**config.mk**
```make
export PLATFORM = sky130hd
export DESIGN_NAME = dma_event_status
export DESIGN_NICKNAME = d
export VERILOG_FILES = /design/src/design/dma_event_pkg.sv /design/src/design/dma_event_status.sv
export SDC_FILE = /design/constraint.sdc
export NUM_CORES = 1
export LEC_CHECK = 0
export ABC_AREA = 1
export BUFFER_PORTS_ARGS = -buffer_cell sky130_fd_sc_hd__buf_2
export CAP_MARGIN = 10
export CELL_PAD_IN_SITES_DETAIL_PLACEMENT = 0
export CELL_PAD_IN_SITES_GLOBAL_PLACEMENT = 1
export CORE_ASPECT_RATIO = 1.75
export CORE_MARGIN = 2
export CORE_UTILIZATION = 35
export CTS_CLUSTER_DIAMETER = 100
export DETAILED_ROUTE_END_ITERATION = 8
export GPL_ROUTABILITY_DRIVEN = 0
export HOLD_SLACK_MARGIN = 0.03
export PLACE_DENSITY_LB_ADDON = 0.1
export SLEW_MARGIN = 20
export SYNTH_ARGS = -nofsm -noshare
export SYNTH_HDL_FRONTEND = slang
export SYNTH_SLANG_ARGS = --single-unit
export TNS_END_PERCENT = 1
```
**constraint.sdc**
```tcl
create_clock -name pclk -period 4.3 [get_ports pclk]
set_input_delay 0 -clock pclk [delete_from_list [all_inputs] [get_ports pclk]]
set_output_delay 0 -clock pclk [all_outputs]
set_load 0.01 [all_outputs]
```
**src/design/dma_event_pkg.sv**
```systemverilog
/*
  Shared constants and carriers for the Ethernet DMA event status bank:
  register offsets, flag bit positions, control field layout and frame
  length limits. Assumes a 32-bit APB register bus.
*/
package dma_event_pkg;

  // ----------------------------------------------------------------
  // register map (byte addresses)
  // ----------------------------------------------------------------
  localparam logic [7:0] OFS_EVENT_STATUS = 8'h00;
  localparam logic [7:0] OFS_EVENT_ENABLE = 8'h04;
  localparam logic [7:0] OFS_DMA_OP_CTRL = 8'h08;
  localparam logic [7:0] OFS_DMA_RUN_STATE = 8'h0C;

  // ----------------------------------------------------------------
  // flag bit positions in event_status_reg / event_enable_reg
  // ----------------------------------------------------------------
  localparam int BIT_TX_UNDERRUN = 19;
  localparam int BIT_RX_DONE = 18;
  localparam int BIT_RX_DESC_EMPTY = 17;
  localparam int BIT_RX_OVERFLOW = 16;
  localparam int BIT_TX_LEN_ILLEGAL = 12;
  localparam int BIT_NO_CARRIER = 11;
  localparam int BIT_CARRIER_LOST = 10;
  localparam int BIT_COLLISION = 9;
  localparam int BIT_RETRY_EXCEEDED = 8;
  localparam int BIT_RX_MULTICAST = 7;
  localparam int BIT_RX_DISCARD_REQ = 5;
  localparam int BIT_RX_PARTIAL_BIT = 4;
  localparam int BIT_RX_OVERSIZE = 3;
  localparam int BIT_RX_UNDERSIZE = 2;

  // implemented flag bits; everything else reads as zero
  localparam logic [31:0] FLAG_MASK = 32'h000F1FBC;
  localparam logic [31:0] FLAG_RESET = 32'h00000000;
  localparam logic [31:0] ENABLE_RESET = 32'h00000000;

  // ----------------------------------------------------------------
  // dma_op_control_reg fields
  // ----------------------------------------------------------------
  localparam int CTL_HALT_ON_UNDERRUN = 0;
  localparam int CTL_HALT_ON_OVERFLOW = 1;
  localparam int CTL_TX_RESTART = 2;
  localparam int CTL_RX_RESTART = 3;
  localparam logic [1:0] CTL_RESET = 2'h0;

  // dma_run_state fields
  localparam int RUN_TX = 0;
  localparam int RUN_RX = 1;

  // ----------------------------------------------------------------
  // frame limits
  // ----------------------------------------------------------------
  localparam int TX_LEN_MIN = 4;
  localparam int RX_LEN_LONG = 1519;
  localparam int RX_LEN_SHORT = 64;
  localparam int TX_ATTEMPTS = 16;

  // event pulses from the mac core and dma datapath
  typedef struct packed {
    logic tx_fifo_underflow;
    logic tx_start;
    logic tx_attempt_fail;
    logic tx_collision;
    logic rx_desc_updated;
    logic rx_desc_fetch;
    logic rx_desc_owner_bit;
    logic rx_fifo_overflow;
    logic rx_frame_end;
    logic rx_multicast;
    logic rx_residual_bits;
    logic rx_discard_req;
    logic rx_discard_possible;
  } mac_events_t;

endpackage

```
**src/design/dma_event_status.sv**
```systemverilog
/*
  Event status bank of an Ethernet DMA controller: sticky event flags,
  their enables and the interrupt request, plus the halt/continue control
  of the transmit and receive DMA. Assumes event pulses and levels arrive
  synchronous to pclk and that software reaches the registers over APB.
*/
`timescale 1ns/1ps

module dma_event_status #(
  parameter int LEN_W = 16
) (
  // apb slave
  input wire logic pclk,
  input wire logic presetn,
  input wire logic psel,
  input wire logic penable,
  input wire logic pwrite,
  input wire logic [7:0] paddr,
  input wire logic [31:0] pwdata,
  input wire logic [3:0] pstrb,
  output logic [31:0] prdata,
  output logic pready,
  output logic pslverr,
  // events from mac core and dma datapath
  input wire dma_event_pkg::mac_events_t events,
  input wire logic tx_active,
  input wire logic carrier_sense,
  input wire logic [LEN_W-1:0] tx_len,
  input wire logic [LEN_W-1:0] rx_len,
  // dma control and interrupt
  output logic tx_dma_run,
  output logic rx_dma_run,
  output logic rx_overflow_writeback,
  output logic irq
);

  if (LEN_W < 11 || LEN_W > 32) begin : g_len_check
    $error("LEN_W must hold a length of 1519");
  end

  // ----------------------------------------------------------------
  // apb decode
  // ----------------------------------------------------------------
  logic setup_phase;
  logic wr_access;
  logic hit_status;
  logic hit_enable;
  logic hit_ctrl;
  logic hit_run;
  logic mapped;
  logic [31:0] wmask;

  assign setup_phase = psel & ~penable;
  assign wr_access = psel & penable & pwrite;
  assign hit_status = (paddr == dma_event_pkg::OFS_EVENT_STATUS);
  assign hit_enable = (paddr == dma_event_pkg::OFS_EVENT_ENABLE);
  assign hit_ctrl = (paddr == dma_event_pkg::OFS_DMA_OP_CTRL);
  assign hit_run = (paddr == dma_event_pkg::OFS_DMA_RUN_STATE);
  assign mapped = hit_status | hit_enable | hit_ctrl | hit_run;
  // zero wait states: every access completes in its first access cycle
  assign pready = psel & penable;
  assign pslverr = psel & penable & ~mapped;

  always_comb begin
    for (int i = 0; i < 4; i++) begin
      wmask[i*8 +: 8] = {8{pstrb[i]}};
    end
  end

  // ----------------------------------------------------------------
  // event detection
  // ----------------------------------------------------------------
  logic carrier_prev_reg;
  logic [4:0] attempt_cnt_reg;
  logic [31:0] set_vec;
  logic retry_over;

  always_ff @(posedge pclk or negedge presetn) begin
    if (!presetn) begin
      carrier_prev_reg <= 1'b0;
    end else begin
      carrier_prev_reg <= carrier_sense;
    end
  end

  // failed attempts per frame; a new frame restarts the count
  always_ff @(posedge pclk or negedge presetn) begin
    if (!presetn) begin
      attempt_cnt_reg <= 5'h00;
    end else if (events.tx_start) begin
      attempt_cnt_reg <= 5'h00;
    end else if (events.tx_attempt_fail && !retry_over) begin
      attempt_cnt_reg <= attempt_cnt_reg + 5'h01;
    end
  end

  // the last of the sixteen attempts fails
  assign retry_over = events.tx_attempt_fail &&
    (attempt_cnt_reg == 5'(dma_event_pkg::TX_ATTEMPTS - 1));

  always_comb begin
    set_vec = 32'h00000000;
    set_vec[dma_event_pkg::BIT_TX_UNDERRUN] =
      events.tx_fifo_underflow & tx_active;
    set_vec[dma_event_pkg::BIT_RX_DONE] = events.rx_desc_updated;
    set_vec[dma_event_pkg::BIT_RX_DESC_EMPTY] =
      events.rx_desc_fetch & ~events.rx_desc_owner_bit;
    set_vec[dma_event_pkg::BIT_RX_OVERFLOW] = events.rx_fifo_overflow;
    set_vec[dma_event_pkg::BIT_TX_LEN_ILLEGAL] = events.tx_start &&
      (tx_len < LEN_W'(dma_event_pkg::TX_LEN_MIN));
    set_vec[dma_event_pkg::BIT_NO_CARRIER] =
      events.tx_start & ~carrier_sense;
    set_vec[dma_event_pkg::BIT_CARRIER_LOST] =
      tx_active & carrier_prev_reg & ~carrier_sense;
    set_vec[dma_event_pkg::BIT_COLLISION] =
      events.tx_collision & tx_active;
    set_vec[dma_event_pkg::BIT_RETRY_EXCEEDED] = retry_over;
    set_vec[dma_event_pkg::BIT_RX_MULTICAST] =
      events.rx_frame_end & events.rx_multicast;
    set_vec[dma_event_pkg::BIT_RX_DISCARD_REQ] =
      events.rx_discard_req & ~events.rx_discard_possible;
    set_vec[dma_event_pkg::BIT_RX_PARTIAL_BIT] =
      events.rx_frame_end & events.rx_residual_bits;
    set_vec[dma_event_pkg::BIT_RX_OVERSIZE] = events.rx_frame_end &&
      (rx_len >= LEN_W'(dma_event_pkg::RX_LEN_LONG));
    set_vec[dma_event_pkg::BIT_RX_UNDERSIZE] = events.rx_frame_end &&
      (rx_len < LEN_W'(dma_event_pkg::RX_LEN_SHORT));
  end

  // ----------------------------------------------------------------
  // sticky flags
  // ----------------------------------------------------------------
  logic [31:0] event_status_reg;
  logic [31:0] clr_vec;

  assign clr_vec = (wr_access && hit_status) ? (pwdata & wmask) : 32'h00000000;

  // unimplemented and reserved positions never hold a flop
  for (genvar b = 0; b < 32; b++) begin : g_flag
    if (dma_event_pkg::FLAG_MASK[b]) begin : g_impl
      always_ff @(posedge pclk or negedge presetn) begin
        if (!presetn) begin
          event_status_reg[b] <= dma_event_pkg::FLAG_RESET[b];
        end else if (set_vec[b]) begin
          event_status_reg[b] <= 1'b1;
        end else if (clr_vec[b]) begin
          event_status_reg[b] <= 1'b0;
        end
      end
    end else begin : g_zero
      assign event_status_reg[b] = 1'b0;
    end
  end

  // ----------------------------------------------------------------
  // enables and interrupt
  // ----------------------------------------------------------------
  logic [31:0] event_enable_reg;

  always_ff @(posedge pclk or negedge presetn) begin
    if (!presetn) begin
      event_enable_reg <= dma_event_pkg::ENABLE_RESET;
    end else if (wr_access && hit_enable) begin
      event_enable_reg <= ((event_enable_reg & ~wmask) | (pwdata & wmask)) &
        dma_event_pkg::FLAG_MASK;
    end
  end

  always_ff @(posedge pclk or negedge presetn) begin
    if (!presetn) begin
      irq <= 1'b0;
    end else begin
      irq <= |(event_status_reg & event_enable_reg);
    end
  end

  // ----------------------------------------------------------------
  // dma operation control
  // ----------------------------------------------------------------
  logic [1:0] dma_op_control_reg;
  logic tx_restart;
  logic rx_restart;

  always_ff @(posedge pclk or negedge presetn) begin
    if (!presetn) begin
      dma_op_control_reg <= dma_event_pkg::CTL_RESET;
    end else if (wr_access && hit_ctrl && pstrb[0]) begin
      dma_op_control_reg <= pwdata[1:0];
    end
  end

  // restart bits act on write and are not stored
  assign tx_restart = wr_access && hit_ctrl && pstrb[0] &&
    pwdata[dma_event_pkg::CTL_TX_RESTART];
  assign rx_restart = wr_access && hit_ctrl && pstrb[0] &&
    pwdata[dma_event_pkg::CTL_RX_RESTART];

  always_ff @(posedge pclk or negedge presetn) begin
    if (!presetn) begin
      tx_dma_run <= 1'b1;
    end else if (set_vec[dma_event_pkg::BIT_TX_UNDERRUN] &&
                 dma_op_control_reg[dma_event_pkg::CTL_HALT_ON_UNDERRUN]) begin
      tx_dma_run <= 1'b0;
    end else if (tx_restart) begin
      tx_dma_run <= 1'b1;
    end
  end

  // reception stops on an inactive descriptor until software re-arms it
  always_ff @(posedge pclk or negedge presetn) begin
    if (!presetn) begin
      rx_dma_run <= 1'b1;
    end else if (set_vec[dma_event_pkg::BIT_RX_DESC_EMPTY] ||
                 (set_vec[dma_event_pkg::BIT_RX_OVERFLOW] &&
                  dma_op_control_reg[dma_event_pkg::CTL_HALT_ON_OVERFLOW])) begin
      rx_dma_run <= 1'b0;
    end else if (rx_restart) begin
      rx_dma_run <= 1'b1;
    end
  end

  // status of the overflowing frame still goes to its descriptor
  always_ff @(posedge pclk or negedge presetn) begin
    if (!presetn) begin
      rx_overflow_writeback <= 1'b0;
    end else begin
      rx_overflow_writeback <= events.rx_fifo_overflow;
    end
  end

  // ----------------------------------------------------------------
  // read data, captured in the setup phase
  // ----------------------------------------------------------------
  always_ff @(posedge pclk or negedge presetn) begin
    if (!presetn) begin
      prdata <= 32'h00000000;
    end else if (setup_phase && !pwrite) begin
      unique case (1'b1)
        hit_status: prdata <= event_status_reg;
        hit_enable: prdata <= event_enable_reg;
        hit_ctrl: prdata <= {30'h00000000, dma_op_control_reg};
        hit_run: prdata <= {30'h00000000, rx_dma_run, tx_dma_run};
        default: prdata <= 32'h00000000;
      endcase
    end
  end

  // ----------------------------------------------------------------
  // assertions
  // ----------------------------------------------------------------
  a_underrun_sets: assert property (@(posedge pclk) disable iff (!presetn)
    events.tx_fifo_underflow && tx_active |=> event_status_reg[19])
    else $error("underrun did not set flag");

  a_underrun_halt: assert property (@(posedge pclk) disable iff (!presetn)
    events.tx_fifo_underflow && tx_active && dma_op_control_reg[0] |=> !tx_dma_run)
    else $error("tx dma not halted");

  a_desc_empty_stop: assert property (@(posedge pclk) disable iff (!presetn)
    events.rx_desc_fetch && !events.rx_desc_owner_bit |=> event_status_reg[17] && !rx_dma_run)
    else $error("empty descriptor not flagged");

  a_writeback_pulse: assert property (@(posedge pclk) disable iff (!presetn)
    $rose(events.rx_fifo_overflow) |=> $rose(rx_overflow_writeback))
    else $error("overflow writeback missing");

  a_reserved_zero: assert property (@(posedge pclk) disable iff (!presetn)
    event_status_reg[15:13] == 3'h0 && event_status_reg[6] == 1'b0)
    else $error("reserved status bits set");

  a_short_tx_len: assert property (@(posedge pclk) disable iff (!presetn)
    events.tx_start && tx_len == LEN_W'(3) |=> event_status_reg[12])
    else $error("short transmit length not flagged");

  a_oversize_edge: assert property (@(posedge pclk) disable iff (!presetn)
    events.rx_frame_end && rx_len == LEN_W'(1519) |=> event_status_reg[3])
    else $error("oversize frame not flagged");

  a_undersize_edge: assert property (@(posedge pclk) disable iff (!presetn)
    events.rx_frame_end && rx_len == LEN_W'(64) && !event_status_reg[2] ##1
    !set_vec[2] |-> !event_status_reg[2])
    else $error("64-byte frame flagged as short");

  a_clear_on_one: assert property (@(posedge pclk) disable iff (!presetn)
    wr_access && hit_status && pstrb[1] && pwdata[9] && !set_vec[9] |=> !event_status_reg[9])
    else $error("write one did not clear");

  a_set_beats_clear: assert property (@(posedge pclk) disable iff (!presetn)
    set_vec[18] && clr_vec[18] |=> event_status_reg[18])
    else $error("set lost against clear");

  a_sticky_hold: assert property (@(posedge pclk) disable iff (!presetn)
    event_status_reg[16] && !clr_vec[16] |=> event_status_reg[16])
    else $error("flag dropped without clear");

  a_irq_gated: assert property (@(posedge pclk) disable iff (!presetn)
    (event_enable_reg == 32'h00000000) [*2] |-> !irq)
    else $error("interrupt with all enables off");

  a_retry_count: assert property (@(posedge pclk) disable iff (!presetn)
    set_vec[8] |-> attempt_cnt_reg == 5'h0F)
    else $error("retry over at wrong attempt");

  a_frame_done: assert property (@(posedge pclk) disable iff (!presetn)
    events.rx_desc_updated |=> event_status_reg[18])
    else $error("received frame not flagged");

  a_overflow_sets: assert property (@(posedge pclk) disable iff (!presetn)
    events.rx_fifo_overflow |=> event_status_reg[16])
    else $error("receive overflow not flagged");

  a_no_carrier: assert property (@(posedge pclk) disable iff (!presetn)
    events.tx_start && !carrier_sense |=> event_status_reg[11])
    else $error("missing carrier not flagged");

  a_carrier_lost: assert property (@(posedge pclk) disable iff (!presetn)
    tx_active && carrier_prev_reg && !carrier_sense |=> event_status_reg[10])
    else $error("carrier loss not flagged");

  a_multicast_sets: assert property (@(posedge pclk) disable iff (!presetn)
    events.rx_frame_end && events.rx_multicast |=> event_status_reg[7])
    else $error("multicast frame not flagged");

endmodule

```
==> impl_metrics.tcl <==
set metrics [dict create \
    crit_path_top_delay_cell "dlygate4sd3_1" \
    max_freq_ghz 0.5798 \
    seq_area_frac_synth_pct 44.99 \
    start_util_pct 35.99 \
    status "finished clean" \
    synth.most_common_cell "nand2_1" \
    timing.final.crit_share_pct 40.11 \
    drt-met1-wl_um 3290 \
    avgViaCountPerCell 4.438 \
    cts_buffers 5 \
    worst_slew_pin_slew_ns 0.7347 \
    hpwl_um 5873 \
    fp.dieH_um 128.9 \
    fp-row-count 45 \
    worst_clock_skew_ns 0.004183 \
    wl_per_cell_um 11.91 \
    netlist_area_mm2 0.003120 \
    fin_crit_ns 1.725 \
    critPathKind "in -> reg" \
    portBuffers 98 \
    cts.clk_slew.worst_paths_ns 0.07 \
    post_cts_resized 0 \
    cp_top_family "buffers and inverters" \
    via_count 3009 \
    synthDistinctLibCells 28 \
    ys_top_cells_by_count "195 x nand2_1, 54 x dfrtp_1, 37 x nand3_1" \
    drt_iter0_drc 93 \
    synthFlopType "dfrtp_1" \
    grt_max_degree 57 \
    yosys-top-cells-area "dfrtp_1 43%, nand2_1 23%, nand3_1 5.9%" \
    top_layer_used "met4" \
    track_usage_pct 17.52 \
    async_flop_share_pct 100.0 \
    insertion_delay_ns 0.30 \
    synth_top_cell_by_area "dfrtp_1" \
    grt_overflow 0 \
    drc 0 \
    grt_pass1_wl_um 13020 \
    worstPathCellList "dlygate4sd3_1 -> buf_2 -> nor2_1 -> dlygate4sd3_1 -> nand4_1 -> dlygate4sd3_1 -> nand2_1" \
    grt_pass1_vias 2826 \
    rsz0062_at_grt "no" \
    die_w_um 75.38 \
    cp-end-kind "register" \
    io_pins 134 \
    r2r_slack_ns 2.63 \
    wl_met3_um 358 \
    ant_nets 0 \
    wl_met2_um 4316 \
    antenna_found_initial 0 \
    cts_buffer_depth 2 \
    finalSetupViolations 0 \
    worst_ir_drop_vdd_mv 0.1455 \
    ys_warn_count 0 \
    maxSlewHeadroom_pct 51.02 \
    crit_fanout 1 \
    hold_viol 0 \
    slowest_delay_ns 0.55 \
    cts_tree "built" \
    synth_edf_count 0 \
    crit_arrival_ns 1.96 \
    leakagePower_nw 2.294 \
    syn_to_final_growth_pct 35.49 \
    crit_top_cell "dlygate4sd3_1" \
    fin_ws_ns 2.575 \
    first_pass_iters 4 \
    layout-drive-gt1-share_pct 21.93 \
    core-area_mm2 0.008671 \
    hp-class "in -> reg" \
    routed_wl_um 8072 \
    maxCapViolations 0 \
    clock-root-buffer "clkbuf_16" \
    post_cts_buffers 0 \
    postCtsHoldBufs 44 \
    synth_top_area_share_pct 43.30 \
    antenna_cells 0 \
    dp_slack_ns 2.634 \
    worst_setup_path_start_kind "primary input" \
    critPathRequiredTime_ns 4.54 \
    crit_buf_inv 4 \
    synth_seq_cells 56 \
    clkSinkCount 56 \
    powerDensity_mw_per_mm2 261.9 \
    maxSlewViolCount 0 \
    finalPower_mw 1.107 \
    synth_cells 421 \
    tns_ns 0 \
    h-tree-depth 2 \
    nets 658 \
    die_area_mm2 0.009717 \
    synth.avg_cell_area_um2 7.412 \
]
## layout by cell type (no fill, tap or decap)
cell type / n
nand2_1: 195
buf_2: 98
dfrtp_1: 54
dlygate4sd3_1: 44
nand3_1: 37
nor2_1: 28
inv_1: 24
conb_1: 16
nand3b_1: 15
nor2_4: 5
a21oi_1: 5
clkbuf_16: 5
o21ai_1: 4
o21ai_0: 4
nor2_2: 3
a22o_1: 3
nand3_2: 2
nor3_4: 2
nor3_1: 2
nand4_1: 2
ha_1: 2
clkinvlp_4: 2
dfstp_2: 2
nand2_4: 1
inv_2: 1
clkinv_1: 1
o22ai_1: 1
and3b_1: 1
clkbuf_8: 1
buf_4: 1
## power breakdown
part / internal (mW) / total [mW] / switching (mW) / leakage, nW
registers: 0.533 / 0.537 / 0.00374 / 0.711
clock network: 0.232 / 0.430 / 0.197 / 0.0691
logic: 0.0676 / 0.141 / 0.0734 / 1.51
## cell type report
| class | count | area (um^2) |
|---|---|---|
| Multi-Input combinational cell | 328 | 1488 |
| Inverter | 26 | 97.59 |
| Sequential cell | 56 | 1404 |
| Fill cell | 969 | 4443 |
| Timing Repair Buffer | 143 | 938.4 |
| Clock buffer | 6 | 138.9 |
| Tap cell | 117 | 146.4 |
| Clock inverter | 2 | 15.01 |
## stage by stage
step                area [um^2]  instances  util, %  hold WS [ns]
global route               4228        678    48.76       0.04927
global placement           3633        626    41.90        0.1219
detailed placement         3633        626    41.90        0.1329
finish                     4228        678    48.76       0.03074
CTS                        4228        678    48.76       0.03378
floorplan                  3177        436        -       -0.2956
## cells by family (layout without fill, tap and decap cells)
logic type	Yosys count	in the layout	synth area share, %
simple gates	293	293	41.82
fa+ha+maj	2	2	0.8018
flops	56	56	44.99
other cells	1	16	0.1202
buf+inv	52	177	9.142
compound gates	17	17	3.128
## worst min-delay path: cells and delay by family
family / cells / cell delay (ns)
simple gates: 2 / 0.14
buf+inv: 2 / 0.13
compound gates: 1 / 0.05
## per-layer routing
metal,GRT usage [%],vias to the layer above
li1,-,1569
met1,20.55,1357
met2,31.61,76
met3,2.897,7
met4,5.263,0
met5,0,-
## final timing paths
check                                  endpoint  cells after the start          startpoint
max                        event_status_reg[12]                      7          tx_len[11]
min                                  rx_dma_run                      5           events[6]
max reg2reg                  attempt_cnt_reg[3]                      8  attempt_cnt_reg[1]
min reg2reg                           prdata[7]                      2           prdata[7]
max in group asynchronous  event_status_reg[10]                      3             presetn
min in group asynchronous             prdata[7]                      3             presetn
No activity file was read; power rests on OpenSTA's default activity.
